[src/rtl/srw_pkg.sv]
// constants and types for the supervisor, reset stretcher and watchdog
package srw_pkg;
    localparam int CLK_HZ = 40_000_000;
    localparam int CYC_PER_MS = CLK_HZ / 1000;
    localparam int CYC_PER_US = CLK_HZ / 1_000_000;
    // watchdog window, reset timeout and debounce time, in their own units
    localparam int WDG_TIMEOUT_MS = 1600;
    localparam int RST_TIMEOUT_MS = 200;
    localparam int DEBOUNCE_US = 5000;
    // times convert to cycles by exact multiplication, with no rounding
    localparam int WDG_CYCLES = WDG_TIMEOUT_MS * CYC_PER_MS;
    localparam int RST_CYCLES = RST_TIMEOUT_MS * CYC_PER_MS;
    localparam int DEB_CYCLES = DEBOUNCE_US * CYC_PER_US;
    // serial bus rate and clocks per bus period at that rate
    localparam int SCL_MAX_KHZ = 400;
    localparam int SCL_PERIOD_CYC = CYC_PER_MS / SCL_MAX_KHZ;
    // cycles the own pin drive is masked after release
    localparam int PIN_GUARD_CYC = 2;
    // memory geometry
    localparam int MEM_BITS = 2048;
    localparam int MEM_BYTES = MEM_BITS / 8;
    localparam int PAGE_BYTES = 16;
    localparam int ADDR_W = $clog2(MEM_BYTES);
    localparam int PAGE_OFF_W = $clog2(PAGE_BYTES);
    // reset levels of inputs with pads pulls
    localparam logic MAN_IDLE_LEVEL = 1'b1;
    localparam logic KICK_IDLE_LEVEL = 1'b0;
    localparam logic SDA_IDLE_LEVEL = 1'b1;
    // open-drain reset pin only ever pulls low
    localparam logic RST_PIN_DRIVE = 1'b0;

    typedef enum logic [1:0] {
        SRW_ST_HOLD = 2'h0,
        SRW_ST_STRETCH = 2'h1,
        SRW_ST_RUN = 2'h3
    } srw_state_t;
endpackage

[src/rtl/srw_supervisor.sv]
// reset supervisor with manual reset, watchdog and write gating
`timescale 1ns/1ps
module srw_supervisor
    import srw_pkg::*;
#(
    parameter bit HAS_KICK_PIN = 1'b1,
    parameter int WDG_CYC = WDG_CYCLES,
    parameter int RST_CYC = RST_CYCLES,
    parameter int DEB_CYC = DEB_CYCLES
) (
    // clock and reset
    input wire logic clk_in,
    input wire logic nrst_in,
    // reset sources
    input wire logic supply_low_in,
    input wire logic manual_reset_in_n,
    // watchdog kick sources
    input wire logic watchdog_kick_in,
    input wire logic sda_in,
    // active-low open-drain reset pin
    input wire logic rst_n_pin_in,
    output logic rst_n_pin_out,
    output logic rst_n_pin_oe_out,
    // active-high reset output
    output logic rst_hi_out,
    // memory write gating
    input wire logic write_protect_in,
    input wire logic mem_wr_load_in,
    input wire logic [ADDR_W-1:0] mem_wr_addr_in,
    input wire logic mem_wr_req_in,
    output logic mem_wr_en_out,
    output logic [ADDR_W-1:0] mem_wr_addr_out,
    output logic mem_wr_blocked_out
);
    localparam int WDG_W = $clog2(WDG_CYC + 1);
    localparam int RST_W = $clog2(RST_CYC + 1);
    localparam logic [WDG_W-1:0] WDG_LAST = WDG_W'(WDG_CYC - 1);
    localparam logic [RST_W-1:0] RST_LAST = RST_W'(RST_CYC - 1);
    localparam int GUARD_W = $clog2(PIN_GUARD_CYC + 1);
    localparam logic [GUARD_W-1:0] GUARD_LOAD = GUARD_W'(PIN_GUARD_CYC);

    function automatic logic f_toggled(input logic now_v, input logic old_v);
        return now_v != old_v;
    endfunction

    srw_state_t state_reg;
    srw_state_t state_next;
    logic [RST_W-1:0] rst_cnt_reg;
    logic [WDG_W-1:0] wdg_cnt_reg;
    logic rst_act_reg;
    logic [GUARD_W-1:0] guard_reg;
    logic kick_old_reg;
    logic sda_old_reg;
    logic man_level;
    logic ext_force;
    logic src_active;
    logic kick_evt;
    logic wdg_expire;
    logic wr_allowed;

    // pad pull-up keeps an open manual reset pin high
    srw_debounce #(
        .DEB_CYC(DEB_CYC),
        .IDLE_LEVEL(MAN_IDLE_LEVEL)
    ) u_man_deb (
        .clk_in(clk_in),
        .nrst_in(nrst_in),
        .raw_in(manual_reset_in_n),
        .level_out(man_level)
    );

    // own drive reads back low, so mask it and a short tail after release
    always_ff @(posedge clk_in or negedge nrst_in) begin
        if (!nrst_in) begin
            guard_reg <= GUARD_LOAD;
        end else if (rst_act_reg) begin
            guard_reg <= GUARD_LOAD;
        end else if (guard_reg != '0) begin
            guard_reg <= guard_reg - 1'b1;
        end
    end

    assign ext_force = !rst_n_pin_in && !rst_act_reg && guard_reg == '0;
    assign src_active = supply_low_in || !man_level || ext_force;

    // previous samples for edge detection
    always_ff @(posedge clk_in or negedge nrst_in) begin
        if (!nrst_in) begin
            kick_old_reg <= KICK_IDLE_LEVEL;
            sda_old_reg <= SDA_IDLE_LEVEL;
        end else begin
            kick_old_reg <= watchdog_kick_in;
            sda_old_reg <= sda_in;
        end
    end

    // 40 MHz sampling sees every sda edge of a 400 kHz bus
    assign kick_evt = HAS_KICK_PIN ?
        f_toggled(watchdog_kick_in, kick_old_reg) :
        f_toggled(sda_in, sda_old_reg);

    assign wdg_expire = state_reg == SRW_ST_RUN && wdg_cnt_reg == WDG_LAST;

    // watchdog runs only out of reset and restarts at release
    always_ff @(posedge clk_in or negedge nrst_in) begin
        if (!nrst_in) begin
            wdg_cnt_reg <= '0;
        end else if (state_reg != SRW_ST_RUN) begin
            wdg_cnt_reg <= '0;
        end else if (kick_evt || wdg_expire) begin
            wdg_cnt_reg <= '0;
        end else begin
            wdg_cnt_reg <= wdg_cnt_reg + 1'b1;
        end
    end

    always_comb begin
        state_next = state_reg;
        case (state_reg)
            SRW_ST_HOLD: begin
                if (!src_active) begin
                    state_next = SRW_ST_STRETCH;
                end
            end
            SRW_ST_STRETCH: begin
                if (src_active) begin
                    state_next = SRW_ST_HOLD;
                end else if (rst_cnt_reg == RST_LAST) begin
                    state_next = SRW_ST_RUN;
                end
            end
            SRW_ST_RUN: begin
                if (src_active || wdg_expire) begin
                    state_next = SRW_ST_HOLD;
                end
            end
            default: begin
                state_next = SRW_ST_HOLD;
            end
        endcase
    end

    // power-up starts in hold, so the timeout also follows supply rise
    always_ff @(posedge clk_in or negedge nrst_in) begin
        if (!nrst_in) begin
            state_reg <= SRW_ST_HOLD;
        end else begin
            state_reg <= state_next;
        end
    end

    always_ff @(posedge clk_in or negedge nrst_in) begin
        if (!nrst_in) begin
            rst_cnt_reg <= '0;
        end else if (state_reg != SRW_ST_STRETCH || src_active) begin
            rst_cnt_reg <= '0;
        end else if (rst_cnt_reg != RST_LAST) begin
            rst_cnt_reg <= rst_cnt_reg + 1'b1;
        end
    end

    always_ff @(posedge clk_in or negedge nrst_in) begin
        if (!nrst_in) begin
            rst_act_reg <= 1'b1;
        end else begin
            rst_act_reg <= state_next != SRW_ST_RUN;
        end
    end

    // both polarities come from one flop so they never disagree
    assign rst_n_pin_out = RST_PIN_DRIVE;
    assign rst_n_pin_oe_out = rst_act_reg;
    assign rst_hi_out = rst_act_reg;

    // pad pull-down reads an open write-protect pin as low
    assign wr_allowed = !write_protect_in && !supply_low_in;

    always_ff @(posedge clk_in or negedge nrst_in) begin
        if (!nrst_in) begin
            mem_wr_en_out <= 1'b0;
            mem_wr_blocked_out <= 1'b0;
        end else begin
            mem_wr_en_out <= mem_wr_req_in && wr_allowed;
            mem_wr_blocked_out <= mem_wr_req_in && !wr_allowed;
        end
    end

    // page writes wrap inside the 16-byte page, never into the next
    always_ff @(posedge clk_in or negedge nrst_in) begin
        if (!nrst_in) begin
            mem_wr_addr_out <= '0;
        end else if (mem_wr_load_in) begin
            mem_wr_addr_out <= mem_wr_addr_in;
        end else if (mem_wr_en_out) begin
            mem_wr_addr_out[PAGE_OFF_W-1:0] <=
                mem_wr_addr_out[PAGE_OFF_W-1:0] + 1'b1;
        end
    end
endmodule

[src/rtl/srw_debounce.sv]
// level debouncer: output follows input after it holds steady
`timescale 1ns/1ps
module srw_debounce
    import srw_pkg::*;
#(
    parameter int DEB_CYC = DEB_CYCLES,
    parameter logic IDLE_LEVEL = 1'b1
) (
    // clock and reset
    input wire logic clk_in,
    input wire logic nrst_in,
    // level in and filtered level out
    input wire logic raw_in,
    output logic level_out
);
    localparam int CNT_W = $clog2(DEB_CYC + 1);
    localparam logic [CNT_W-1:0] CNT_LAST = CNT_W'(DEB_CYC - 1);

    logic [CNT_W-1:0] cnt_reg;
    logic level_reg;

    // counter runs only while input disagrees with the filtered level
    always_ff @(posedge clk_in or negedge nrst_in) begin
        if (!nrst_in) begin
            cnt_reg <= '0;
        end else if (raw_in == level_reg || cnt_reg == CNT_LAST) begin
            cnt_reg <= '0;
        end else begin
            cnt_reg <= cnt_reg + 1'b1;
        end
    end

    always_ff @(posedge clk_in or negedge nrst_in) begin
        if (!nrst_in) begin
            level_reg <= IDLE_LEVEL;
        end else if (raw_in != level_reg && cnt_reg == CNT_LAST) begin
            level_reg <= raw_in;
        end
    end

    assign level_out = level_reg;
endmodule

[config.mk]
export PLATFORM = sky130hd
export DESIGN_NAME = srw_supervisor
export DESIGN_NICKNAME = d
export VERILOG_FILES = /design/src/rtl/srw_pkg.sv /design/src/rtl/srw_supervisor.sv /design/src/rtl/srw_debounce.sv
export SDC_FILE = /design/constraint.sdc
export NUM_CORES = 1
export LEC_CHECK = 0
export BUFFER_PORTS_ARGS = -buffer_cell sky130_fd_sc_hd__buf_2
export CORE_MARGIN = 2
export CORE_UTILIZATION = 25
export DETAILED_ROUTE_END_ITERATION = 10
export GPL_ROUTABILITY_DRIVEN = 0
export PLACE_DENSITY = 0.4
export REMOVE_ABC_BUFFERS = 1
export SYNTH_ARGS = -nofsm -noshare
export SYNTH_HDL_FRONTEND = slang
export SYNTH_SLANG_ARGS = --single-unit
[constraint.sdc]
create_clock -name clk_in -period 2.8 [get_ports clk_in]
set_input_delay 0.28 -clock clk_in [delete_from_list [all_inputs] [get_ports clk_in]]
set_output_delay 0.28 -clock clk_in [all_outputs]
set_load 0.005 [all_outputs]
=== After elaboration in Yosys (flattened, before gate mapping) ===
Index checks and enable logic that the tools add are counted.

* $add $sub $neg: 5
* Equality and inequality tests: 12
* Mux-type cells: 14
* Reductions and logical operators: 25

{| class="wikitable"
|+ Operators with widths
! kind !! count
|-
| $mux 26 || 2
|-
| $mux 23 || 2
|-
| $add 26x1->26 const B || 1
|-
| $eq 26x26->1 const B || 1
|-
| $add 23x1->23 const B || 1
|-
| $eq 23x23->1 const B || 1
|-
| $ne 23x23->1 const B || 1
|-
| $add 18x1->18 const B || 1
|-
| $eq 18x18->1 const B || 1
|-
| $mux 18 || 1
|-
| $mux 2 || 6
|-
| $mux 4 || 2
|-
| $reduce_bool 2->1 || 4
|-
| $logic_and 1x1->1 || 7
|-
| $logic_not 1->1 || 6
|-
| $logic_or 1x1->1 || 6
|-
| $pmux 2 s3 || 1
|-
| $add 4x1->4 const B || 1
|-
| $logic_not 2->1 || 2
|-
| $ne 2x2->1 const B || 2
|-
| $eq 2x1->1 const B || 1
|-
| $eq 2x2->1 const B || 1
|-
| $ne 1x1->1 || 2
|-
| $ne 2x1->1 const B || 1
|-
| other kinds (2) || 2
|}

* Bits in registers: 84
* Input bits: 18
* Output and inout bits: 13
* Word-level logic and storage cells: 68

=== Longest topological paths before layout ===
Gate-level depths: netlist of run 1.

* Depth after elaboration: 8
* Gate-level depth with buffers: 8
* Gate-level depth less buffers: 6

=== Modules after synthesis ===
Synthesis of run 1 repeated with hierarchy kept, for this count alone.

* Cells, all modules: 431
* Area, all modules: 4297.9 µm²

{| class="wikitable"
|+ Modules (own cells, without submodules)
! module !! instances !! cells an instance !! area an instance (µm²) !! sequential area each (µm²)
|-
| srw_supervisor || 1 || 337 || 3334.4 || 1629.1
|-
| srw_debounce || 1 || 94 || 963.4 || 476.7
|}

=== Least setup slack after synthesis of run 1 ===
OpenSTA, ideal clock, no wires.

* Path type: reg2reg
* From: reg wdg_cnt_reg[0]
* To: reg wdg_cnt_reg[24]
* Library setup time: 0.121 ns
* Data arrival time: 1.777 ns
* Data required time: 2.679 ns
* Slack: 0.902 ns
* Stages on the path, launching flop included: 7
* Path buffers: 0
* Period minus slack after synthesis: 1.898 ns
* Cell sequence: dfrtp_1 ha_1 nand4_1 nor4_1 nand4_1 xor2_1 nor2_1

* Longest elaborated chain between the ends: 5
* Elaborated cells between the ends (all ways): 6
* Classes of those cells: 1 x add/sub; 1 x eq/ne; 2 x mux; 2 x reduce/logical

{| class="wikitable"
|+ Ends and longest elaborated chain
! what !! RTL line !! text
|-
| start, declared || srw_supervisor.sv:49 || <nowiki>logic [WDG_W-1:0] wdg_cnt_reg;</nowiki>
|-
| start signal, assigned || srw_supervisor.sv:113 || <nowiki>wdg_cnt_reg <= wdg_cnt_reg + 1'b1;</nowiki>
|-
| branches (longest 3 deep; another with $add 26x1->26) || - ||
|-
| $mux 26 * || srw_supervisor.sv:110 || <nowiki>end else if (kick_evt || wdg_expire) begin</nowiki>
|-
| $mux 26 * || srw_supervisor.sv:108 || <nowiki>end else if (state_reg != SRW_ST_RUN) begin</nowiki>
|}

Every way passes the cells marked *.
A chain may end at the register's enable or synchronous reset.

=== Worst setup path in the final report of run 1 ===
* From: reg guard_reg[1]
* To: reg rst_cnt_reg[3]

* Longest elaborated chain between the ends: 5
* Elaborated cells between the ends (all ways): 6
* Classes of those cells: 1 x mux; 5 x reduce/logical

{| class="wikitable"
|+ Ends and longest elaborated chain
! what !! RTL line !! text
|-
| start, declared || srw_supervisor.sv:51 || <nowiki>logic [GUARD_W-1:0] guard_reg;</nowiki>
|-
| start signal, assigned || srw_supervisor.sv:79 || <nowiki>guard_reg <= guard_reg - 1'b1;</nowiki>
|-
| $logic_not 2->1 * || srw_supervisor.sv:83 || <nowiki>assign ext_force = !rst_n_pin_in && !rst_act_reg && guard_reg == '0;</nowiki>
|-
| $logic_and 1x1->1 * || srw_supervisor.sv:83 ||
|-
| $logic_or 1x1->1 * || srw_supervisor.sv:84 || <nowiki>assign src_active = supply_low_in || !man_level || ext_force;</nowiki>
|-
| $logic_or 1x1->1 * || srw_supervisor.sv:155 || <nowiki>end else if (state_reg != SRW_ST_STRETCH || src_active) begin</nowiki>
|-
| $mux 23 or $reduce_bool 2->1 (tied branches) || - ||
|-
| end signal, assigned || srw_supervisor.sv:158 || <nowiki>rst_cnt_reg <= rst_cnt_reg + 1'b1;</nowiki>
|-
| end, declared || srw_supervisor.sv:48 || <nowiki>logic [RST_W-1:0] rst_cnt_reg;</nowiki>
|}

Every way passes the cells marked *; elsewhere a longest branch is shown, timed or not.

==> results of run 1 <==
placed cells by master (no fill, tap or decap), types with 2 or more instances in the layout:
master	instances
dfrtp_1	81
nor2_1	73
xor2_1	37
buf_2	27
nand2_1	26
xnor2_1	26
nand3_1	23
nand4_1	20
inv_1	10
nor3_1	9
clkbuf_16	9
and4_1	7
clkbuf_1	6
and3_1	5
o21ai_0	5
a21oi_1	5
mux2_2	5
ha_1	5
buf_4	5
nand4b_1	4
or3_1	4
nor4_1	3
or2_2	3
and2_1	3
a211oi_1	3
dfstp_2	3
nor3b_1	2
stage by stage:
| stage | total power [W] | cell area [sq um] | worst slack (ns) |
|---|---|---|---|
| 3_5_place_dp | 0.00138 | 4470 | 0.654 |
| 6_report | 0.00244 | 4740 | 0.666 |
| 5_1_grt | 0.00256 | 4740 | 0.447 |
| 3_3_place_gp | 0.00138 | 4470 | 0.680 |
| 4_1_cts | 0.00250 | 4740 | 0.641 |
| 2_1_floorplan | 0.00131 | 4000 | 0.825 |
cell type report:
type	instances	area, sq um	area share [%]
timing repair buffer	34	203	4.28
sequential	84	2110	44.4
tap	216	270	5.70
multi-input combinational	292	1860	39.3
inverter	10	37.5	0.792
clock buffer	16	262	5.52
cell usage after synthesis, types with 2 or more instances:
library cell,number
nand3_1,23
or2_2,3
nor3_1,9
xor2_1,37
or3_1,4
dfrtp_1,81
clkbuf_1,4
buf_2,2
buf_4,3
and4_1,7
inv_1,10
nand2_1,26
o21ai_0,5
nand4_1,20
nor2_1,73
nand4b_1,4
mux2_2,5
nor3b_1,2
nor4_1,3
and2_1,3
and3_1,5
a21oi_1,5
a211oi_1,3
xnor2_1,26
ha_1,5
dfstp_2,3
final timing paths:
kind | to | slack (ns) | cells past startpoint
min in group asynchronous | mem_wr_addr_out[5]$_DFFE_PN0P_ | 0.46 | 2
setup reg to reg | rst_cnt_reg[3]$_DFFE_PN0P_ | 0.67 | 6
max in group asynchronous | u_man_deb.level_out$_DFFE_PN1P_ | 1.64 | 3
hold / removal | kick_old_reg$_DFF_PN0_ | 0.07 | 1
hold reg to reg | wdg_cnt_reg[0]$_DFF_PN0_ | 0.48 | 1
setup / recovery | rst_cnt_reg[3]$_DFFE_PN0P_ | 0.67 | 6
per-layer routing:
metal | wire (um) | share of wire, %
met5 | 0 | 0
met4 | 186 | 2.3
met3 | 259 | 3.2
met2 | 3510 | 43
met1 | 4230 | 52
power by group through the flow:
| stage | clock, W | combinational, W | sequential, W |
|---|---|---|---|
| final | 0.00108 | 0.000105 | 0.00125 |
| after global routing | 0.00119 | 0.000123 | 0.00125 |
| after CTS | 0.00114 | 0.000110 | 0.00125 |
| after detailed placement | 0 | 0.000109 | 0.00127 |
| after global placement | 0 | 0.000109 | 0.00127 |
| after floorplan | 0 | 0.0000386 | 0.00127 |
cell families after synthesis:
| group | after synthesis | synth area share, % |
|---|---|---|
| adder cells (fa/ha/maj) | 5 | 1.53 |
| AO/OA/AOI/OAI | 24 | 4.33 |
| buffers and inverters | 21 | 2.70 |
| multiplexers | 6 | 1.63 |
| AND/OR/NAND/NOR | 193 | 24.5 |
| XOR/XNOR | 63 | 13.5 |
| other | 1 | 0.0920 |
| flip-flops | 84 | 51.7 |
==> qor.yml, run 1 <==
run_status:
  outcome: "complete, no violations"
clock_tree:
  cts_sinks: 84
  postCtsSetupRepairBufs: 0
  clock_path_buffers: 2
  cts_made_buffers: 9
  clk_latency_ns: 0.34
  tritoncts: "built"
  htreeDepth: 3
  cts.repair.resized: 0
  cts-root-buf: "clkbuf_16"
  cts_hold_buf: 1
  path_clk_slew_ns: 0.06
setup_path:
  crit_buf_inv: 2
  path_cells: "inv_1 -> ha_1 -> nor3b_1 -> or3_1 -> buf_4 -> a211oi_1"
  start_kind: "flip-flop"
  startpoint: "guard_reg[1]$_DFFE_PN1P_"
  cp_data_required_time_ns: 3.04
  endpoint_kind: "flip-flop"
  arrival_ns: 2.37
  worstPathMaxFanout: 14
  crit_slowest_cell: "or3_1"
  cpPeakStageDelay_ns: 0.59
  cp_top_family: "simple AND/OR/NAND/NOR gates"
  crit_type: "flip-flop to flip-flop"
  r2r_start: "guard_reg[1]$_DFFE_PN1P_"
yosys:
  synthFlopType: "dfrtp_1"
  ys_types: 52
  synth_area_leaders: "dfrtp_1, xor2_1, nor2_1"
  synthCells: 397
  synth-seq-cells: 84
  async_flop_share_pct: 100
  synth_edf_count: 0
  syn_area_per_cell_sq_um: 10.3
  netlist_area_sq_um: 4080
  yosys.area.top_type: "dfrtp_1"
  seq_area_frac_synth_pct: 51.7
  yosys_warnings: 0
  synth_top_area_share_pct: 49.7
global_route:
  grt_overflow_total: 0
  antenna_found_initial: 0
  grt_use_met3_pct: 2.35
  grtUsageTotal_pct: 10.3
  busiest_layer: "met2"
  grt_pass1_vias: 2899
  grt_pass1_wl_mm: 14.3
  grt_start_max_net_pins: 50
  use_met2_pct: 15.3
  use_met1_pct: 14.0
die:
  die_width_um: 132
  die_y_um: 132
  start_util_pct: 25.7
  core_area_sq_um: 15900
  core.rowCount: 46
  dieArea_sq_um: 17300
  pin_count: 31
sta:
  slew_viol_final: 0
  hold_ws_ns: 0.0736
  worst_clock_skew_ns: 0.00703
  tns_ns: 0
  min_period_ns: 2.13
  finalSetupViolations: 0
  rsz0062_at_grt: "false"
  tightest_slew_ns: 0.689
  fmax_ghz: 0.469
  min_period_over_period_pct: 76.2
  hold_violations: 0
  slew_headroom_pct: 53.9
min_path:
  worst_hold_path_type: "input port to flip-flop"
  hp-start: "watchdog_kick_in"
route:
  drc: 0
  vias: 2847
  wire_per_inst_um: 12.6
  drt_iter0_markers: 109
  drt_wl_total_mm: 8.19
  via_per_inst: 4.37
  ant_nets: 0
  drt-pass1-iter-count: 4
job:
  maxCapViolCount: 0
place:
  io_buffer_count: 28
  placed_cells: 635
  dp_hpwl_mm: 5.49
power_and_ir_drop:
  ir_worst_vdd_v: 0.000299
  combPwrFrac_pct: 4.3
  p_leak_nw: 1.96
  p_seq_share_pct: 51.3
  power_frac_clock_pct: 44.4
  power_density_nw_per_um2: 514
  p_sw_share_pct: 21.8
  switching_power_w: 0.000531
  internal_power_w: 0.00191
cells_and_area:
  n_antenna_cell: 0
  stdcell_count: 652
  nNetsFinal: 454
  num-fill-cells: 1706
  utilization_pct: 29.8
  drive_above_1_share_pct: 14.7
  syn_to_final_growth_pct: 16.2
  largest_register_ffs: 26
Note: power is estimated with default switching activity, not from simulation.
==> inputs of run 2 (changes only) <==
==> constraint.sdc (replaced) <==
create_clock -name clk_in -period 2.18 [get_ports clk_in]
set_input_delay 0.218 -clock clk_in [delete_from_list [all_inputs] [get_ports clk_in]]
set_output_delay 0.218 -clock clk_in [all_outputs]
set_load 0.005 [all_outputs]
==> run 2 against run 1 <==
  * Core utilization up 1.1 points
  * Setup slack worse by 0.48 ns
  * Via count up 2.1%
  * Die area unchanged
  * Sequential cell count unchanged
  * Largest cell class unchanged
==> qor.yml, run 2 (synthesis gave the netlist of run 1 again) <==
run_status:
  outcome: "complete, no violations"
power_and_ir_drop:
  combPwrFrac_pct: 3.9  # -0.4 points
  power_frac_clock_pct: 50.9  # +6.5 points
  internal_power_w: 0.00283  # +48%
  p_sw_share_pct: 20.5  # -1.3 points
  ir_worst_vdd_v: 0.000349  # +17%
  p_seq_share_pct: 45.2  # -6.1 points
  power_density_nw_per_um2: 724  # +41%
  switching_power_w: 0.000726  # +37%
  p_leak_nw: 2.05  # +5.1%
sta:
  finalSetupViolations: 0  # unchanged
  worst_clock_skew_ns: 0.00729  # +0.000260 ns
  hold_violations: 0  # unchanged
  slew_viol_final: 0  # unchanged
  rsz0062_at_grt: "false"
  tightest_slew_ns: 0.653  # -0.0353 ns
  slew_headroom_pct: 56.4  # +2.5 points
  setup_slack_ns: 0.188  # -0.478 ns
  tns_ns: 0  # unchanged
  min_period_ns: 1.99  # -0.142 ns
  min_period_over_period_pct: 91.4  # +15 points
  fmax_ghz: 0.502  # +7.1%
min_path:
  worst_hold_path_type: "input port to flip-flop"
clock_tree:
  postCtsSetupRepairBufs: 0  # unchanged
  clk_latency_ns: 0.35  # about the same
  cts_sinks: 84  # unchanged
  path_clk_slew_ns: 0.07  # about the same
  clock_path_buffers: 2  # unchanged
  cts-root-buf: "clkbuf_16"
  htreeDepth: 3  # unchanged
  cts_made_buffers: 9  # unchanged
  tritoncts: "built"
cells_and_area:
  largest_register_ffs: 26  # unchanged
  num-fill-cells: 1672  # -2.0%
  post-route-cell-area_sq_um: 4910  # +3.5%
  nNetsFinal: 464  # +2.2%
  mostFrequentLayoutCells: "dfrtp_1, nor2_1, xor2_1"
  layout_commonest_cell: "dfrtp_1"
  stdcell_count: 662  # +1.5%
  syn_to_final_growth_pct: 20.4
  drive_above_1_share_pct: 17.5  # +2.8 points
  utilization_pct: 30.9  # +1.1 points
  n_antenna_cell: 0  # unchanged
setup_path:
  endpoint_kind: "flip-flop"
  arrival_ns: 2.21  # -0.16 ns
  path_cells: "or4b_2 -> nor4_1 -> or2_2 -> nor2_1"
  cp_top_family: "simple AND/OR/NAND/NOR gates"
  cp_data_required_time_ns: 2.40  # -0.64 ns
  crit_buf_inv: 0  # -2
  worstPathMaxFanout: 17  # +3
  start_kind: "flip-flop"
  crit_slowest_cell: "or4b_2"
  cpPeakStageDelay_ns: 0.67  # +0.08 ns
  crit_type: "flip-flop to flip-flop"
route:
  drt-pass1-iter-count: 4  # unchanged
  via_per_inst: 4.39  # +0.53%
  drt_wl_total_mm: 8.17  # -0.32%
  ant_nets: 0  # unchanged
  vias: 2906  # +2.1%
  wire_per_inst_um: 12.3  # -1.8%
  drc: 0  # unchanged
  drt_iter0_markers: 88  # -19%
die:
  dieArea_sq_um: 17300  # unchanged
  die_y_um: 132  # unchanged
  pin_count: 31  # unchanged
  start_util_pct: 25.7  # unchanged
  core.rowCount: 46  # unchanged
  core_area_sq_um: 15900  # unchanged
  die_width_um: 132  # unchanged
global_route:
  busiest_layer: "met2"
  use_met2_pct: 15.3  # -0.029 points
  antenna_found_initial: 0  # unchanged
  grtUsageTotal_pct: 10.3  # -0.018 points
  grt_use_met3_pct: 3.78  # +1.4 points
  grt_start_max_net_pins: 50  # unchanged
  grt_pass1_vias: 2890  # -0.31%
  grt_pass1_wl_mm: 14.4  # +0.43%
  grt_overflow_total: 0  # unchanged
  use_met1_pct: 14.0  # -0.016 points
place:
  dp_hpwl_mm: 5.68  # +3.4%
  dp_slack_ns: 0.156  # -0.498 ns
  placed_cells: 644  # +1.4%
  io_buffer_count: 28  # unchanged
  place_area_sq_um: 4530  # +1.5%
job:
  maxCapViolCount: 0  # unchanged
-- run 2: cell count changes in the layout (fill, tap and decap cells not counted), sizes merged --
cell,previous run,this run
buf,33,42
bufinv,0,3
clkinv,0,1
dlygate4sd3,1,2
clkbuf,16,12
-- run 2: worst register-to-register path: cells and delay by family, from the launching register on --
kind,cells,cell delay [ns]
and+or+nand+nor,4,1.43
DFF,1,0.43
-- run 2: area by class of cell --
class	instances	area [sq um]	share of cell area, %
Sequential cell	84	2110	42.9
Multi-Input combinational cell	292	1860	37.9
Timing Repair Buffer	44	280	5.71
Tap cell	216	270	5.51
Clock buffer	12	256	5.23
Clock inverter	4	95.1	1.94
Inverter	10	37.5	0.765
-- run 2: per-stage QoR --
step	power (W)	hold WS [ns]
finish	0.00355	0.0509
global route	0.00370	0.0529
CTS	0.00362	0.0381
detailed placement	0.00178	0.302
global placement	0.00177	0.292
floorplan	0.00168	-0.0776
-- run 2: path summary, 6_finish.rpt --
kind                                                startpoint  slack [ns]  cells after the start                         endpoint
worst max-delay path            u_man_deb.cnt_reg[6]$_DFF_PN0_        0.19                      4  u_man_deb.cnt_reg[14]$_DFF_PN0_
worst min-delay path                          write_protect_in        0.05                      2          mem_wr_en_out$_DFF_PN0_
worst max register to register  u_man_deb.cnt_reg[6]$_DFF_PN0_        0.19                      4  u_man_deb.cnt_reg[14]$_DFF_PN0_
worst min register to register        wdg_cnt_reg[0]$_DFF_PN0_        0.48                      1         wdg_cnt_reg[0]$_DFF_PN0_
max in group asynchronous                              nrst_in        1.05                      3      rst_cnt_reg[11]$_DFFE_PN0P_
min in group asynchronous                              nrst_in        0.44                      2          mem_wr_en_out$_DFF_PN0_
-- run 2: power groups by stage --
| stage | combinational [W] | clock, W | sequential [W] |
|---|---|---|---|
| floorplan | 0.0000495 | 0 | 0.00163 |
| global placement | 0.000141 | 0 | 0.00163 |
| detailed placement | 0.000143 | 0 | 0.00163 |
| CTS | 0.000147 | 0.00187 | 0.00161 |
| global route | 0.000163 | 0.00193 | 0.00161 |
| finish | 0.000139 | 0.00181 | 0.00161 |
-- run 2: timing repair --
action                    CTS  global route
hold endpoints to repair   44             0
resized for setup           0             0
hold buffers                2             0
-- run 2: per-layer routing --
layer,vias to the layer above,part of all wire (%),routed length (um)
met2,36,43,3550
met3,8,3.9,321
li1,1450,-,-
met5,-,0,0
met4,0,1.5,126
met1,1412,51,4170
